--- src/alarm_flag_pkg.sv ---
// Constants and types shared by the alarm flag, mask and soft reset block.
// Assumes a single 25 MHz system clock and an AXI4-Lite register master.
`default_nettype none

package alarm_flag_pkg;

	// ------------------------------------------------------------------
	// Register indices; byte address is four times the index
	// ------------------------------------------------------------------
	localparam logic [5:0] IDX_LIVE_INPUT   = 6'h0D;
	localparam logic [5:0] IDX_FAULT_FLAGS  = 6'h11;
	localparam logic [5:0] IDX_INPUT_FLAGS  = 6'h12;
	localparam logic [5:0] IDX_LOOP_FLAGS   = 6'h13;
	localparam logic [5:0] IDX_CAL_FLAGS    = 6'h14;
	localparam logic [5:0] IDX_UNLOCK_HOLD  = 6'h16;
	localparam logic [5:0] IDX_FAULT_MASKS  = 6'h17;
	localparam logic [5:0] IDX_INPUT_MASKS  = 6'h18;
	localparam logic [5:0] IDX_LOOP_MASKS   = 6'h19;
	localparam logic [5:0] IDX_CAL_MASKS    = 6'h1A;
	localparam logic [5:0] IDX_SOFT_RESET   = 6'h1C;

	// ------------------------------------------------------------------
	// Field positions and widths
	// ------------------------------------------------------------------
	localparam int NUM_LOOPS        = 4;
	localparam int LOOP_B           = 1;
	localparam int LOOP_D           = 3;
	localparam int SRST_ALL_BIT     = 0;
	localparam int SRST_LOOP_LSB    = 1;
	localparam int SRST_WIDTH       = 5;
	localparam int CAL_FIELD_LSB    = 4;

	// Bits of the fault flag register that exist; 2 and 4 read as zero.
	localparam logic [7:0] FAULT_IMPL_BITS  = 8'hEB;

	// ------------------------------------------------------------------
	// Reset values
	// ------------------------------------------------------------------
	localparam logic [7:0] FAULT_MASK_RESET = 8'h35;
	localparam logic [7:0] MASK_RESET       = 8'h00;
	localparam logic [7:0] FLAG_RESET       = 8'h00;
	localparam logic [3:0] ENABLE_RESET     = 4'h0;

	// ------------------------------------------------------------------
	// AXI4-Lite response codes
	// ------------------------------------------------------------------
	localparam logic [1:0] RESP_OKAY   = 2'h0;
	localparam logic [1:0] RESP_SLVERR = 2'h2;

	// ------------------------------------------------------------------
	// Live conditions from the detectors and loops
	// ------------------------------------------------------------------
	typedef struct packed {
		logic [3:0] signal_missing_alarm;
		logic [2:0] freq_range_alarm;
		logic [3:0] lock_lost_alarm;
		logic [3:0] holdover_alarm;
		logic [3:0] calibration_busy;
		logic       system_calibrating;
		logic       crystal_signal_missing;
		logic       crystal_lock_error;
		logic       bus_timeout;
		logic [1:0] cmos_input_alarm;
	} live_alarm_t;

endpackage

`default_nettype wire

--- src/alarm_flag_mask_soft_reset.sv ---
// Sticky alarm flags, interrupt masks and self-clearing soft resets.
// Assumes live alarms synchronous to clk_sys and an AXI4-Lite master.
//
// How it works
// - Four sticky signal-missing flags, bits 3:0, set by live alarm, cleared by writing zero.
// - Sticky out-of-range flags in bits 7:4, cleared only by writing zero.
// - Inputs 0-2 use bits 0-2 and 4-6; reference has only bit 3.
// - Sticky unlock flag per loop in bits 3:0, cleared by writing zero.
// - Sticky holdover flag per loop in bits 7:4, cleared by writing zero.
// - Loops A-D use bits 0/4 to 3/7; loop D only in standard input mode.
// - Sticky calibration-busy flag per loop in bits 7:4, loop A at 4.
// - Per-loop enable makes holdover entry also raise unlock.
// - Fault masks: bit 0 calibration, 1 crystal, 5 bus timeout, 7:6 CMOS inputs.
// - Fault mask register resets to its documented default.
// - Input masks: signal-missing in 3:0, out-of-range in 7:4, same mapping.
// - Loop masks: unlock in 3:0, holdover in 7:4, per loop.
// - Calibration masks in bits 7:4, one per loop.
// - Whole-device reset bit 0 re-initializes, calibrates, reloads bandwidth, aligns outputs.
// - Per-loop reset bits 1-4 initialize and calibrate one loop each, except loop B bit 2, which resets all four loops.
// - All soft reset bits clear themselves after acting.
// - Loop B reset affects all loops.
// - Live signal-missing status follows the condition and never latches.
// - Internal fault flags latch on live condition, cleared by writing zero.
`default_nettype none

module alarm_flag_mask_soft_reset (
	input  wire logic                       clk_sys,
	input  wire logic                       nrst,
	input  wire alarm_flag_pkg::live_alarm_t live_alarms,
	input  wire logic                       std_input_mode,
	input  wire logic                       s_axi_awvalid,
	output logic                            s_axi_awready,
	input  wire logic [7:0]                 s_axi_awaddr,
	input  wire logic                       s_axi_wvalid,
	output logic                            s_axi_wready,
	input  wire logic [31:0]                s_axi_wdata,
	input  wire logic [3:0]                 s_axi_wstrb,
	output logic                            s_axi_bvalid,
	input  wire logic                       s_axi_bready,
	output logic [1:0]                      s_axi_bresp,
	input  wire logic                       s_axi_arvalid,
	output logic                            s_axi_arready,
	input  wire logic [7:0]                 s_axi_araddr,
	output logic                            s_axi_rvalid,
	input  wire logic                       s_axi_rready,
	output logic [31:0]                     s_axi_rdata,
	output logic [1:0]                      s_axi_rresp,
	output logic                            interrupt_out,
	output logic                            device_reset_pulse,
	output logic                            output_align_pulse,
	output logic                            bandwidth_reload_pulse,
	output logic [3:0]                      loop_reset_pulse
);

	// ------------------------------------------------------------------
	// Storage
	// ------------------------------------------------------------------
	logic [7:0]  fault_flags_q;
	logic [7:0]  input_flags_q;
	logic [7:0]  loop_flags_q;
	logic [3:0]  cal_flags_q;
	logic [3:0]  unlock_on_holdover_enable_q;
	logic [7:0]  fault_masks_q;
	logic [7:0]  input_alarm_masks_q;
	logic [7:0]  loop_lock_holdover_masks_q;
	logic [3:0]  loop_calibration_masks_q;
	logic [4:0]  soft_reset_q;

	logic        aw_got_q;
	logic        w_got_q;
	logic [7:0]  awaddr_q;
	logic [31:0] wdata_q;
	logic [3:0]  wstrb_q;
	logic        awready_q;
	logic        wready_q;
	logic        bvalid_q;
	logic [1:0]  bresp_q;
	logic        arready_q;
	logic        rvalid_q;
	logic [31:0] rdata_q;
	logic [1:0]  rresp_q;
	logic        interrupt_q;
	logic        device_reset_q;
	logic        output_align_q;
	logic        bandwidth_reload_q;
	logic [3:0]  loop_reset_q;

	// ------------------------------------------------------------------
	// Write channel handshake
	// ------------------------------------------------------------------
	logic        aw_fire;
	logic        w_fire;
	logic        aw_have;
	logic        w_have;
	logic        do_write;
	logic        aw_got_d;
	logic        w_got_d;
	logic        bvalid_d;
	logic [7:0]  wr_addr;
	logic [31:0] wr_data;
	logic [3:0]  wr_strb;
	logic [5:0]  wr_idx;
	logic        wr_byte0;

	assign aw_fire  = s_axi_awvalid & awready_q;
	assign w_fire   = s_axi_wvalid & wready_q;
	assign aw_have  = aw_got_q | aw_fire;
	assign w_have   = w_got_q | w_fire;
	assign do_write = aw_have & w_have & ~bvalid_q;
	assign aw_got_d = aw_have & ~do_write;
	assign w_got_d  = w_have & ~do_write;
	assign bvalid_d = do_write | (bvalid_q & ~s_axi_bready);
	assign wr_addr  = aw_fire ? s_axi_awaddr : awaddr_q;
	assign wr_data  = w_fire ? s_axi_wdata : wdata_q;
	assign wr_strb  = w_fire ? s_axi_wstrb : wstrb_q;
	assign wr_idx   = wr_addr[7:2];
	// All registers are one byte wide, so only lane 0 can change them.
	assign wr_byte0 = do_write & wr_strb[0];

	always_ff @(posedge clk_sys or negedge nrst) begin
		if (!nrst) begin
			aw_got_q  <= 1'b0;
			w_got_q   <= 1'b0;
			awready_q <= 1'b1;
			wready_q  <= 1'b1;
			bvalid_q  <= 1'b0;
			awaddr_q  <= 8'h00;
			wdata_q   <= 32'h0000_0000;
			wstrb_q   <= 4'h0;
		end else begin
			aw_got_q  <= aw_got_d;
			w_got_q   <= w_got_d;
			awready_q <= ~aw_got_d & ~bvalid_d;
			wready_q  <= ~w_got_d & ~bvalid_d;
			bvalid_q  <= bvalid_d;
			if (aw_fire) begin
				awaddr_q <= s_axi_awaddr;
			end
			if (w_fire) begin
				wdata_q <= s_axi_wdata;
				wstrb_q <= s_axi_wstrb;
			end
		end
	end

	// ------------------------------------------------------------------
	// Write decode
	// ------------------------------------------------------------------
	logic        wr_mapped;
	logic        we_fault;
	logic        we_input;
	logic        we_loop;
	logic        we_cal;
	logic        we_enable;
	logic        we_fmask;
	logic        we_imask;
	logic        we_lmask;
	logic        we_cmask;
	logic        we_srst;

	always_comb begin
		wr_mapped = 1'b1;
		we_fault  = 1'b0;
		we_input  = 1'b0;
		we_loop   = 1'b0;
		we_cal    = 1'b0;
		we_enable = 1'b0;
		we_fmask  = 1'b0;
		we_imask  = 1'b0;
		we_lmask  = 1'b0;
		we_cmask  = 1'b0;
		we_srst   = 1'b0;
		if (wr_idx == alarm_flag_pkg::IDX_FAULT_FLAGS) begin
			we_fault = wr_byte0;
		end else if (wr_idx == alarm_flag_pkg::IDX_INPUT_FLAGS) begin
			we_input = wr_byte0;
		end else if (wr_idx == alarm_flag_pkg::IDX_LOOP_FLAGS) begin
			we_loop = wr_byte0;
		end else if (wr_idx == alarm_flag_pkg::IDX_CAL_FLAGS) begin
			we_cal = wr_byte0;
		end else if (wr_idx == alarm_flag_pkg::IDX_UNLOCK_HOLD) begin
			we_enable = wr_byte0;
		end else if (wr_idx == alarm_flag_pkg::IDX_FAULT_MASKS) begin
			we_fmask = wr_byte0;
		end else if (wr_idx == alarm_flag_pkg::IDX_INPUT_MASKS) begin
			we_imask = wr_byte0;
		end else if (wr_idx == alarm_flag_pkg::IDX_LOOP_MASKS) begin
			we_lmask = wr_byte0;
		end else if (wr_idx == alarm_flag_pkg::IDX_CAL_MASKS) begin
			we_cmask = wr_byte0;
		end else if (wr_idx == alarm_flag_pkg::IDX_SOFT_RESET) begin
			we_srst = wr_byte0;
		end else if (wr_idx != alarm_flag_pkg::IDX_LIVE_INPUT) begin
			wr_mapped = 1'b0;
		end
	end

	always_ff @(posedge clk_sys or negedge nrst) begin
		if (!nrst) begin
			bresp_q <= alarm_flag_pkg::RESP_OKAY;
		end else if (do_write) begin
			bresp_q <= wr_mapped ? alarm_flag_pkg::RESP_OKAY : alarm_flag_pkg::RESP_SLVERR;
		end
	end

	// ------------------------------------------------------------------
	// Live conditions
	// ------------------------------------------------------------------
	logic [7:0] live_input;
	logic [7:0] live_fault;
	logic [3:0] loop_in_use;
	logic [3:0] unlock_set;
	logic [3:0] holdover_set;

	// The reference input has no out-of-range detector, so bit 7 stays zero.
	assign live_input = {1'b0, live_alarms.freq_range_alarm,
		live_alarms.signal_missing_alarm};
	assign live_fault = {live_alarms.cmos_input_alarm, live_alarms.bus_timeout, 1'b0,
		live_alarms.crystal_lock_error, 1'b0, live_alarms.crystal_signal_missing,
		live_alarms.system_calibrating};
	assign loop_in_use = {std_input_mode, 3'h7};
	assign holdover_set = live_alarms.holdover_alarm & loop_in_use;
	assign unlock_set = (live_alarms.lock_lost_alarm
		| (live_alarms.holdover_alarm & unlock_on_holdover_enable_q)) & loop_in_use;

	// ------------------------------------------------------------------
	// Sticky flags: a set arriving with a clearing write wins
	// ------------------------------------------------------------------
	always_ff @(posedge clk_sys or negedge nrst) begin
		if (!nrst) begin
			input_flags_q <= alarm_flag_pkg::FLAG_RESET;
		end else begin
			input_flags_q <= (input_flags_q & ~({8{we_input}} & ~wr_data[7:0]))
				| live_input;
		end
	end

	always_ff @(posedge clk_sys or negedge nrst) begin
		if (!nrst) begin
			loop_flags_q <= alarm_flag_pkg::FLAG_RESET;
		end else begin
			loop_flags_q <= (loop_flags_q & ~({8{we_loop}} & ~wr_data[7:0]))
				| {holdover_set, unlock_set};
		end
	end

	always_ff @(posedge clk_sys or negedge nrst) begin
		if (!nrst) begin
			cal_flags_q <= 4'h0;
		end else begin
			cal_flags_q <= (cal_flags_q & ~({4{we_cal}} & ~wr_data[7:4]))
				| live_alarms.calibration_busy;
		end
	end

	always_ff @(posedge clk_sys or negedge nrst) begin
		if (!nrst) begin
			fault_flags_q <= alarm_flag_pkg::FLAG_RESET;
		end else begin
			fault_flags_q <= ((fault_flags_q & ~({8{we_fault}} & ~wr_data[7:0]))
				| live_fault) & alarm_flag_pkg::FAULT_IMPL_BITS;
		end
	end

	// ------------------------------------------------------------------
	// Masks and options
	// ------------------------------------------------------------------
	always_ff @(posedge clk_sys or negedge nrst) begin
		if (!nrst) begin
			fault_masks_q <= alarm_flag_pkg::FAULT_MASK_RESET;
		end else if (we_fmask) begin
			fault_masks_q <= wr_data[7:0];
		end
	end

	always_ff @(posedge clk_sys or negedge nrst) begin
		if (!nrst) begin
			input_alarm_masks_q <= alarm_flag_pkg::MASK_RESET;
		end else if (we_imask) begin
			input_alarm_masks_q <= wr_data[7:0];
		end
	end

	always_ff @(posedge clk_sys or negedge nrst) begin
		if (!nrst) begin
			loop_lock_holdover_masks_q <= alarm_flag_pkg::MASK_RESET;
		end else if (we_lmask) begin
			loop_lock_holdover_masks_q <= wr_data[7:0];
		end
	end

	always_ff @(posedge clk_sys or negedge nrst) begin
		if (!nrst) begin
			loop_calibration_masks_q <= 4'h0;
		end else if (we_cmask) begin
			loop_calibration_masks_q <= wr_data[7:4];
		end
	end

	always_ff @(posedge clk_sys or negedge nrst) begin
		if (!nrst) begin
			unlock_on_holdover_enable_q <= alarm_flag_pkg::ENABLE_RESET;
		end else if (we_enable) begin
			unlock_on_holdover_enable_q <= wr_data[3:0];
		end
	end

	// ------------------------------------------------------------------
	// Interrupt
	// ------------------------------------------------------------------
	always_ff @(posedge clk_sys or negedge nrst) begin
		if (!nrst) begin
			interrupt_q <= 1'b0;
		end else begin
			interrupt_q <= |(input_flags_q & ~input_alarm_masks_q)
				| |(loop_flags_q & ~loop_lock_holdover_masks_q)
				| |(cal_flags_q & ~loop_calibration_masks_q)
				| |(fault_flags_q & ~fault_masks_q);
		end
	end

	// ------------------------------------------------------------------
	// Soft resets
	// ------------------------------------------------------------------
	// A written one lives for one cycle only, so a read never sees it set.
	always_ff @(posedge clk_sys or negedge nrst) begin
		if (!nrst) begin
			soft_reset_q <= 5'h00;
		end else begin
			soft_reset_q <= we_srst ? wr_data[4:0] : 5'h00;
		end
	end

	always_ff @(posedge clk_sys or negedge nrst) begin
		if (!nrst) begin
			device_reset_q     <= 1'b0;
			output_align_q     <= 1'b0;
			bandwidth_reload_q <= 1'b0;
		end else begin
			device_reset_q     <= soft_reset_q[alarm_flag_pkg::SRST_ALL_BIT];
			output_align_q     <= soft_reset_q[alarm_flag_pkg::SRST_ALL_BIT];
			// Per-loop resets leave bandwidth alone; only the full reset reloads it.
			bandwidth_reload_q <= soft_reset_q[alarm_flag_pkg::SRST_ALL_BIT];
		end
	end

	generate
		for (genvar i = 0; i < alarm_flag_pkg::NUM_LOOPS; i++) begin : g_loop_reset
			always_ff @(posedge clk_sys or negedge nrst) begin
				if (!nrst) begin
					loop_reset_q[i] <= 1'b0;
				end else begin
					loop_reset_q[i] <= soft_reset_q[alarm_flag_pkg::SRST_ALL_BIT]
						| soft_reset_q[alarm_flag_pkg::SRST_LOOP_LSB + alarm_flag_pkg::LOOP_B]
						| soft_reset_q[alarm_flag_pkg::SRST_LOOP_LSB + i];
				end
			end
		end
	endgenerate

	// ------------------------------------------------------------------
	// Read channel
	// ------------------------------------------------------------------
	logic [5:0] rd_idx;
	logic [7:0] rd_byte;
	logic       rd_mapped;
	logic       ar_fire;
	logic       rvalid_d;

	assign rd_idx   = s_axi_araddr[7:2];
	assign ar_fire  = s_axi_arvalid & arready_q;
	assign rvalid_d = ar_fire | (rvalid_q & ~s_axi_rready);

	always_comb begin
		rd_byte   = 8'h00;
		rd_mapped = 1'b1;
		if (rd_idx == alarm_flag_pkg::IDX_LIVE_INPUT) begin
			rd_byte = live_input;
		end else if (rd_idx == alarm_flag_pkg::IDX_FAULT_FLAGS) begin
			rd_byte = fault_flags_q;
		end else if (rd_idx == alarm_flag_pkg::IDX_INPUT_FLAGS) begin
			rd_byte = input_flags_q;
		end else if (rd_idx == alarm_flag_pkg::IDX_LOOP_FLAGS) begin
			rd_byte = loop_flags_q;
		end else if (rd_idx == alarm_flag_pkg::IDX_CAL_FLAGS) begin
			rd_byte = {cal_flags_q, 4'h0};
		end else if (rd_idx == alarm_flag_pkg::IDX_UNLOCK_HOLD) begin
			rd_byte = {4'h0, unlock_on_holdover_enable_q};
		end else if (rd_idx == alarm_flag_pkg::IDX_FAULT_MASKS) begin
			rd_byte = fault_masks_q;
		end else if (rd_idx == alarm_flag_pkg::IDX_INPUT_MASKS) begin
			rd_byte = input_alarm_masks_q;
		end else if (rd_idx == alarm_flag_pkg::IDX_LOOP_MASKS) begin
			rd_byte = loop_lock_holdover_masks_q;
		end else if (rd_idx == alarm_flag_pkg::IDX_CAL_MASKS) begin
			rd_byte = {loop_calibration_masks_q, 4'h0};
		end else if (rd_idx == alarm_flag_pkg::IDX_SOFT_RESET) begin
			rd_byte = 8'h00;
		end else begin
			rd_mapped = 1'b0;
		end
	end

	always_ff @(posedge clk_sys or negedge nrst) begin
		if (!nrst) begin
			arready_q <= 1'b1;
			rvalid_q  <= 1'b0;
			rdata_q   <= 32'h0000_0000;
			rresp_q   <= alarm_flag_pkg::RESP_OKAY;
		end else begin
			arready_q <= ~rvalid_d;
			rvalid_q  <= rvalid_d;
			if (ar_fire) begin
				rdata_q <= {24'h00_0000, rd_byte};
				rresp_q <= rd_mapped ? alarm_flag_pkg::RESP_OKAY : alarm_flag_pkg::RESP_SLVERR;
			end
		end
	end

	// ------------------------------------------------------------------
	// Outputs
	// ------------------------------------------------------------------
	assign s_axi_awready          = awready_q;
	assign s_axi_wready           = wready_q;
	assign s_axi_bvalid           = bvalid_q;
	assign s_axi_bresp            = bresp_q;
	assign s_axi_arready          = arready_q;
	assign s_axi_rvalid           = rvalid_q;
	assign s_axi_rdata            = rdata_q;
	assign s_axi_rresp            = rresp_q;
	assign interrupt_out          = interrupt_q;
	assign device_reset_pulse     = device_reset_q;
	assign output_align_pulse     = output_align_q;
	assign bandwidth_reload_pulse = bandwidth_reload_q;
	assign loop_reset_pulse       = loop_reset_q;

endmodule

`default_nettype wire

--- config.mk ---
export PLATFORM = sky130hd
export DESIGN_NAME = alarm_flag_mask_soft_reset
export DESIGN_NICKNAME = d
export VERILOG_FILES = /design/src/alarm_flag_pkg.sv /design/src/alarm_flag_mask_soft_reset.sv
export SDC_FILE = /design/constraint.sdc
export NUM_CORES = 1
export LEC_CHECK = 0
export BUFFER_PORTS_ARGS = -buffer_cell sky130_fd_sc_hd__buf_4
export CORE_ASPECT_RATIO = 0.6
export CORE_MARGIN = 4
export CORE_UTILIZATION = 35
export DETAILED_ROUTE_END_ITERATION = 8
export PLACE_DENSITY_LB_ADDON = 0.05
export SKIP_LAST_GASP = 1
export SLEW_MARGIN = 20
export SYNTH_ARGS = -nofsm -noshare
export SYNTH_HDL_FRONTEND = slang
export SYNTH_SLANG_ARGS = --single-unit
--- constraint.sdc ---
create_clock -name clk_sys -period 2.65 [get_ports clk_sys]
set_input_delay 0.265 -clock clk_sys [delete_from_list [all_inputs] [get_ports clk_sys]]
set_output_delay 0.265 -clock clk_sys [all_outputs]
set_load 0.01 [all_outputs]
# == After elaboration in Yosys (flattened, before gate mapping) ==
# Index checks and enable logic that the tools add are counted.
# op_classes
n_bitwise,62
eq_ne,22
mux,93
reduce_logical,4
# op_table
op,count
6-bit by 5-bit equality test with 1-bit output (second input constant),20
8-bit two-way mux,12
1-bit two-way mux,78
8-bit bitwise AND,9
8-bit inverter,7
4-bit bitwise AND,6
8-bit OR reduction,3
8-bit bitwise OR,2
1-bit bitwise AND,12
4-bit inverter,3
1-bit bitwise OR,12
1-bit inverter,8
4-bit bitwise OR,2
8-bit by 7-bit bitwise OR with 8-bit output,1
6-bit by 4-bit equality test with 1-bit output (second input constant),1
6-bit by 4-bit inequality test with 1-bit output (second input constant),1
5-bit two-way mux,1
2-bit two-way mux,2
4-bit OR reduction,1
# totals
register_bits,105
output_inout_bits,49

# == Longest topological paths before layout ==
# Gate-level depths: netlist (run 1).
# logic_depth
depth_word,16
depth_mapped,8
ltp_nobuf,5

# == Worst setup path before layout (run 1) ==
# Ideal clock, no wire load.
# synth_path
path_type,flip-flop to flip-flop
start,"reg awready_q, in the netlist s_axi_awready"
end,reg input_alarm_masks_q[0]
required_time_ps,2525
stages_incl_launch_ff,8
t_arrival_ps,1953
path_slack_ps,572
setup_time_ps,125
period_less_slack_ps,2078
cell_sequence,dfstp_2 -> buf_6 -> and4b_4 -> a31oi_4 -> nor4_4 -> and2b_1 -> buf_6 -> mux2_4
# synth_via
elab_chain_cells,12
# synth_rtl
item,line,text
start: declaration,alarm_flag_mask_soft_reset.sv:74,logic awready_q;
start signal: assignment,alarm_flag_mask_soft_reset.sv:133,awready_q <= ~aw_got_d & ~bvalid_d;
1-bit bitwise AND (*),alarm_flag_mask_soft_reset.sv:105,assign aw_fire = s_axi_awvalid & awready_q;
1-bit bitwise OR,alarm_flag_mask_soft_reset.sv:107,assign aw_have = aw_got_q | aw_fire;
1-bit bitwise AND (2 in a row),alarm_flag_mask_soft_reset.sv:109,assign do_write = aw_have & w_have & ~bvalid_q;
1-bit bitwise AND,alarm_flag_mask_soft_reset.sv:118,assign wr_byte0 = do_write & wr_strb[0];
1-bit two-way mux,alarm_flag_mask_soft_reset.sv:185,end else if (wr_idx == alarm_flag_pkg::IDX_INPUT_MASKS) begin
1-bit two-way mux,alarm_flag_mask_soft_reset.sv:183,end else if (wr_idx == alarm_flag_pkg::IDX_FAULT_MASKS) begin
1-bit two-way mux,alarm_flag_mask_soft_reset.sv:181,end else if (wr_idx == alarm_flag_pkg::IDX_UNLOCK_HOLD) begin
1-bit two-way mux,alarm_flag_mask_soft_reset.sv:179,end else if (wr_idx == alarm_flag_pkg::IDX_CAL_FLAGS) begin
1-bit two-way mux,alarm_flag_mask_soft_reset.sv:177,end else if (wr_idx == alarm_flag_pkg::IDX_LOOP_FLAGS) begin
1-bit two-way mux,alarm_flag_mask_soft_reset.sv:175,end else if (wr_idx == alarm_flag_pkg::IDX_INPUT_FLAGS) begin
1-bit two-way mux (*),alarm_flag_mask_soft_reset.sv:173,if (wr_idx == alarm_flag_pkg::IDX_FAULT_FLAGS) begin
end signal: assignment,alarm_flag_mask_soft_reset.sv:278,input_alarm_masks_q <= alarm_flag_pkg::MASK_RESET;
end signal: assignment,alarm_flag_mask_soft_reset.sv:280,input_alarm_masks_q <= wr_data[7:0];
end: declaration,alarm_flag_mask_soft_reset.sv:64,logic [7:0] input_alarm_masks_q;
# Every way passes the cells marked *; elsewhere a longest branch is shown, timed or not.
# A chain may end at the register's enable or synchronous reset.

# == Final worst setup path (run 1) ==
# layout_path
start,"reg awready_q, in the netlist s_axi_awready"
end,reg unlock_on_holdover_enable_q[1]
# layout_via
elab_chain_cells,10
# layout_rtl
item,line,text
1-bit bitwise AND (*),alarm_flag_mask_soft_reset.sv:105,
1-bit bitwise OR,alarm_flag_mask_soft_reset.sv:107,
1-bit bitwise AND (2 in a row),alarm_flag_mask_soft_reset.sv:109,
1-bit bitwise AND,alarm_flag_mask_soft_reset.sv:118,
1-bit two-way mux,alarm_flag_mask_soft_reset.sv:181,
1-bit two-way mux,alarm_flag_mask_soft_reset.sv:179,
1-bit two-way mux,alarm_flag_mask_soft_reset.sv:177,
1-bit two-way mux,alarm_flag_mask_soft_reset.sv:175,
1-bit two-way mux (*),alarm_flag_mask_soft_reset.sv:173,
end signal: assignment,alarm_flag_mask_soft_reset.sv:302,unlock_on_holdover_enable_q <= alarm_flag_pkg::ENABLE_RESET;
end signal: assignment,alarm_flag_mask_soft_reset.sv:304,unlock_on_holdover_enable_q <= wr_data[3:0];
end: declaration,alarm_flag_mask_soft_reset.sv:62,logic [3:0] unlock_on_holdover_enable_q;
# Marks and branches as above.

==> metrics, run 1 <==
outcome=finished clean; vias in the first global route=between 4000 and 5000; Max H-tree Level=3; CTS clock-pin slew for the worst setup and hold paths=0.07 ns; share of synthesized area occupied by flip-flops and latches=0.471; longest individual stage delay on the worst path=0.66 ns; RSZ-0062 raised after global routing=false; initial antenna violation count=0; flops & latches, synth=101; vias per cell=5.26; leading cell types in the layout, fill and taps excluded=dfrtp_1 (94), buf_4 (90), inv_1 (41), nor2_1 (33), mux2_2 (31); P_int=3.37 mW; Post-synth EDFFs=0; final hold violation count=0; Resized cells post-CTS=0; FF/Latch Area=between 0.002 and 0.003 mm^2; peak ir drop on the vdd network=0.335 mV; combined area of the multi-input logic cells=0.00245 mm^2; worst-margin pin slew=0.614 ns; clk_lat worst skew=0.36 ns; number of standard-cell rows in the floorplan=34; starting density of the core=0.364; endpoint arrival time on the critical path=2.67 ns; count of clock tree sinks=a little over 100; f_max=412 MHz; max-slew violation count=0; Cell variety after synth=66; total routing usage reported by global routing=0.186; switching portion of total power=0.354; area inside the core boundary=0.0148 mm^2; Via Count=between 4000 and 5000; worst hold-check slack=0.0858 ns; number of warning messages in the yosys log=0; sequential power share=0.417; pin count of the biggest net entering global routing=65; post-route setup TNS=0 ns; reported max-cap violation count=0; Placement Setup Slack=0.247 ns; Buf+Inv Stages, Crit Path=0; critical path class=flop to flop; CTS Hold Buffers Added=1; share of power burned in combinational logic=0.296; primary flip-flop cell chosen by synthesis mapping=dfrtp_1; count of buffers added by post-CTS timing repair for setup=0; number of failing setup endpoints in the final timing report=0; clock tree from TritonCTS=built; layout cells sized above 1=0.287; final antenna diode count=0; Worst Setup Slack, final=0.224 ns; FFs w/ async S/R, synth=1.00; part of the power in the clock network=0.287; CP cell instances=nand2_1, a31oi_4, nor3_2, nand3_1, mux2_2; instance area at placement=a little over 0.006 mm^2; hold crit path type=input port to flop; required time of the worst setup path=2.89 ns; Worst setup SP type=flop; final critical delay including setup and external delays=2.43 ns; crit share post-route=0.915; area of the mapped netlist=0.00538 mm^2; gr ovfl total=0; switching power summed over all nets=1.85 mW; floorplan die height=104 um; Bufs on Longest Clock Path=2; Crit Path Max Fanout=13; number of placed I/O pins=134; global-route wire length before repair=25.0 mm; Total Nets Final=680; die width=168 um; placed wire-length estimate after detailed placement=12.4 mm; most common library cell in the layout ignoring fill and taps=dfrtp_1; master cell of the clock root buffer=clkbuf_16; total power draw=5.22 mW; number of iterations in the first detailed-routing pass=5; instance count of the mapped netlist=516; relative area change from synthesis to final layout=19.5%; clk_skew=0.00827 ns; routed wirelength normalized by instance count=20.3 um; layout filler cell count=~1400; Buffers on Ports=between 70 and 80; mean instance size in the synthesized netlist=10.4 um^2; final weighted congestion of routability-driven global placement=0.829; final antenna-violating net count=0; CTS buffer count=9; Slew headroom=0.591; iteration-0 DRC count of the detailed router=358; total wire length=16.2 mm; dominant delay contributor by cell family on the critical path=simple AND/OR/NAND/NOR gates; Cell Pwr Density=811 mW/mm^2; number of remaining DRC errors=0; standby leakage power=3.03 nW; Setup crit end kind=flop; final design area excluding fillers=about 0.0064 mm^2; die area=roughly 0.017 mm^2; Max stage delay cell, worst path=dfstp_2
[per-layer routing]
metal | GRT usage | wire [um] | up-vias
li1 | - | - | 1964
met1 | 0.304 | 8660 | 2086
met2 | 0.241 | 6300 | 131
met3 | 0.0429 | 1080 | 15
met4 | 0.0411 | 148 | 0
met5 | 0 | 0 | -
[registers in the layout, summed over array words and instances, names as in the netlist, 8 cells and up]
| signal | flops |
|---|---|
| fault_masks_q | 8 |
| input_alarm_masks_q | 8 |
| input_flags_q | 8 |
| loop_flags_q | 8 |
| loop_lock_holdover_masks_q | 8 |
| s_axi_rdata | 8 |
| wdata_q | 8 |
[cell usage after synthesis, types with 3 or more instances]
| cell type | number | area, um^2 |
|---|---|---|
| o211ai_1 | 3 | 22.5 |
| buf_4 | 30 | 225 |
| o21ai_0 | 16 | 80.1 |
| nand2_1 | 18 | 67.6 |
| a221o_1 | 4 | 40.0 |
| mux2_2 | 31 | 349 |
| a21o_1 | 15 | 113 |
| inv_1 | 41 | 154 |
| nand3b_1 | 6 | 45.0 |
| o22ai_1 | 14 | 87.6 |
| nand2b_1 | 4 | 25.0 |
| a21oi_1 | 22 | 110 |
| mux2i_1 | 14 | 140 |
| nor4_1 | 4 | 25.0 |
| a31oi_1 | 3 | 18.8 |
| a22oi_1 | 3 | 22.5 |
| clkbuf_1 | 8 | 30.0 |
| and2_1 | 4 | 25.0 |
| nor2b_1 | 11 | 68.8 |
| dfstp_2 | 7 | 184 |
| mux2_4 | 8 | 120 |
| nor2_1 | 33 | 124 |
| o31ai_1 | 3 | 22.5 |
| nor3b_1 | 3 | 22.5 |
| nand3_1 | 28 | 140 |
| buf_6 | 3 | 33.8 |
| buf_2 | 8 | 40.0 |
| nor3_1 | 5 | 25.0 |
| and3_1 | 3 | 18.8 |
| or3_1 | 6 | 37.5 |
| nand4_1 | 3 | 18.8 |
| o221ai_1 | 3 | 26.3 |
| a211oi_1 | 9 | 67.6 |
| nor4_4 | 3 | 63.8 |
| dfrtp_1 | 94 | 2350 |
[final timing paths]
check | from | to | slack [ns] | cells past startpoint
setup / recovery | s_axi_awready | unlock_on_holdover_enable_q[1] | 0.22 | 5
max in group asynchronous | nrst | s_axi_wready | 1.45 | 3
min in group asynchronous | nrst | awaddr_q[2] | 0.43 | 2
hold reg to reg | soft_reset_q[0] | bandwidth_reload_pulse | 0.43 | 0
hold / removal | live_alarms[7] | cal_flags_q[1] | 0.09 | 2
setup reg to reg | s_axi_awready | unlock_on_holdover_enable_q[1] | 0.22 | 5
[power by group through the flow]
stage | Clock (mW) | Combinational (mW) | Sequential [mW]
after global placement | 0 | 1.51 | 2.19
final | 1.50 | 1.54 | 2.17
after CTS | 1.52 | 1.55 | 2.17
after global routing | 1.58 | 1.69 | 2.22
after detailed placement | 0 | 1.54 | 2.20
after floorplan | 0 | 1.04 | 2.12
[metrics by stage]
stage | util | instances
2_1_floorplan | - | 541
3_3_place_gp | 0.412 | 781
3_5_place_dp | 0.412 | 781
4_1_cts | 0.435 | 798
5_1_grt | 0.435 | 798
6_report | 0.435 | 798
[layout make-up]
class                           count  area share
Multi-Input combinational cell    350       0.382
Clock buffer                        9      0.0350
Timing Repair Buffer               92       0.110
Inverter                           41      0.0239
Tap cell                          198      0.0385
Sequential cell                   101       0.395
Clock inverter                      7      0.0163
[cell families (layout without fill, tap and decap cells)]
kind of cell	count (synthesis)	after routing	synth area share
and+or+nand+nor	150	150	0.162
AOI/OAI and AO/OA	119	119	0.160
DFF	101	101	0.471
buffers and inverters	90	149	0.0898
muxes	53	53	0.113
xor gates and xnor gates	2	2	0.00326
other	1	26	0.000697
Power figures use the tool's default switching activity.
==> inputs of run 2 (changes only) <==
==> constraint.sdc (replaced) <==
create_clock -name clk_sys -period 2.7 [get_ports clk_sys]
set_input_delay 0.27 -clock clk_sys [delete_from_list [all_inputs] [get_ports clk_sys]]
set_output_delay 0.27 -clock clk_sys [all_outputs]
set_load 0.01 [all_outputs]
==> metrics, run 2 (synthesized netlist as in run 1, its figures left out) <==
outcome=complete, but fails checks; violated checks=negative hold slack; vias per cell=5.40 (+2.7%); final hold violation count=10 (+10); final antenna diode count=0 (unchanged); total routing usage reported by global routing=0.187 (+0.00123); layout cells sized above 1=0.290 (+0.00285); iteration-0 DRC count of the detailed router=495 (+38%); worst-margin pin slew=0.813 ns (+0.200 ns); CTS buffer count=9 (unchanged); number of standard-cell rows in the floorplan=34 (unchanged); cell count after placement=783 (+0.26%); die area=0.0175 mm^2 (unchanged); floorplan die height=104 um (unchanged); clk_lat worst skew=0.35 ns (about the same); peak ir drop on the vdd network=0.353 mV (+5.4%); gr ovfl total=0 (unchanged); vias in the first global route=4282 (+4.4%); Crit Path Max Fanout=11 (-2); number of placed I/O pins=134 (unchanged); Resized cells post-CTS=0 (unchanged); reported max-cap violation count=0 (unchanged); starting density of the core=0.364 (unchanged); longest individual stage delay on the worst path=0.65 ns (about the same); Cell Pwr Density=772 mW/mm^2 (-4.9%); Slew headroom=0.458 (-0.133); master cell of the clock root buffer=clkbuf_16; count of clock tree sinks=101 (unchanged); count of buffers added by post-CTS timing repair for setup=0 (unchanged); clk_skew=0.00793 ns (-0.000348 ns); worst hold-check slack=-0.0183 ns (-0.104 ns); standby leakage power=3.01 nW (-0.66%); initial antenna violation count=0 (unchanged); endpoint arrival time on the critical path=2.59 ns (-0.08 ns); relative area change from synthesis to final layout=18.7%; final critical delay including setup and external delays=2.36 ns (-0.0656 ns); total wire length=16.1 mm (-0.27%); clock tree from TritonCTS=built; RSZ-0062 raised after global routing=false; hold crit path type=input port to asynchronous set/reset pin; routed wirelength normalized by instance count=20.2 um (-0.40%); f_max=424 MHz (+2.8%); placed wire-length estimate after detailed placement=12.4 mm (+0.10%); CTS Hold Buffers Added=0 (-1); most common library cell in the layout ignoring fill and taps=dfrtp_1; die width=168 um (unchanged); Max stage delay cell, worst path=dfstp_2; required time of the worst setup path=2.93 ns (+0.04 ns); Worst setup SP type=flop; number of failing setup endpoints in the final timing report=0 (unchanged); Total Nets Final=681 (+0.15%); Bufs on Longest Clock Path=2 (unchanged); number of iterations in the first detailed-routing pass=5 (unchanged); number of remaining DRC errors=0 (unchanged); CTS clock-pin slew for the worst setup and hold paths=0.07 ns (about the same); Max H-tree Level=3 (unchanged); final weighted congestion of routability-driven global placement=0.834 (+0.63%); Setup crit end kind=flop; pin count of the biggest net entering global routing=61 (-6.2%); Buf+Inv Stages, Crit Path=0 (unchanged); total power draw=4.93 mW (-5.5%); crit share post-route=0.874 (-0.0412); Via Count=4316 (+2.9%); final std cells w/o fill=799 (+0.13%); global-route wire length before repair=25.4 mm (+1.4%); final core occ=0.433 (-0.00288); dominant delay contributor by cell family on the critical path=simple AND/OR/NAND/NOR gates; CP cell instances=nand2_1, a31oi_4, nor3_2, nand3_1, mux2_2; area inside the core boundary=0.0148 mm^2 (unchanged); final antenna-violating net count=0 (unchanged); leading cell types in the layout, fill and taps excluded=dfrtp_1 (94), buf_4 (92), inv_1 (41), nor2_1 (33), mux2_2 (31); critical path class=flop to flop; Buffers on Ports=76 (unchanged); post-route setup TNS=0 ns (unchanged); max-slew violation count=0 (unchanged)
==> run 2: cell count changes in the layout (fill, tap and decap cells not counted) <==
cell and change:
clkinvlp_4 +1, clkinv_2 +1, bufinv_16 -2, dlygate4sd3_1 -1, buf_4 +2
==> run 2: area by class of cell <==
cell class / count / area (um^2)
Tap cell: 198 / 248
Sequential cell: 101 / 2540
Inverter: 41 / 154
Multi-Input combinational cell: 350 / 2450
Clock inverter: 7 / 57.6
Timing Repair Buffer: 93 / 711
Clock buffer: 9 / 225
Fill cell: 1441 / 8380
==> run 2: metrics by stage <==
step | worst slack [ns] | area (um^2) | hold slack (ns)
finish | 0.340 | 6390 | -0.0183
global placement | 0.411 | 6100 | 0.407
floorplan | 0.622 | 5470 | -0.0256
global route | 0.236 | 6390 | 0.0477
CTS | 0.371 | 6390 | 0.0411
detailed placement | 0.380 | 6100 | 0.410
==> run 2: layer usage <==
layer | vias up | GRT usage | wire length [um]
met5 | - | 0 | 0
met4 | 0 | 0.0342 | 157
met3 | 16 | 0.0433 | 1040
met2 | 144 | 0.252 | 6480
met1 | 2192 | 0.301 | 8460
li1 | 1964 | - | -
==> run 2: worst paths after layout <==
path                                  from                              to  slack (ns)  depth (start not counted)
max                          s_axi_awready  unlock_on_holdover_enable_q[2]        0.34                          5
min                                   nrst                     awaddr_q[3]       -0.02                          1
max reg2reg                  s_axi_awready  unlock_on_holdover_enable_q[2]        0.34                          5
min reg2reg                soft_reset_q[1]             loop_reset_pulse[0]        0.43                          1
max in group asynchronous             nrst                fault_masks_q[4]        1.92                          2
min in group clk_sys        live_alarms[5]                fault_flags_q[0]        0.10                          2
==> run 2: power breakdown <==
| part | switching, mW | internal [mW] | leakage (nW) | total [mW] |
|---|---|---|---|---|
| clock | 0.622 | 0.639 | 0.134 | 1.26 |
| sequential | 0.276 | 1.85 | 1.19 | 2.13 |
| combinational | 0.900 | 0.641 | 1.68 | 1.54 |
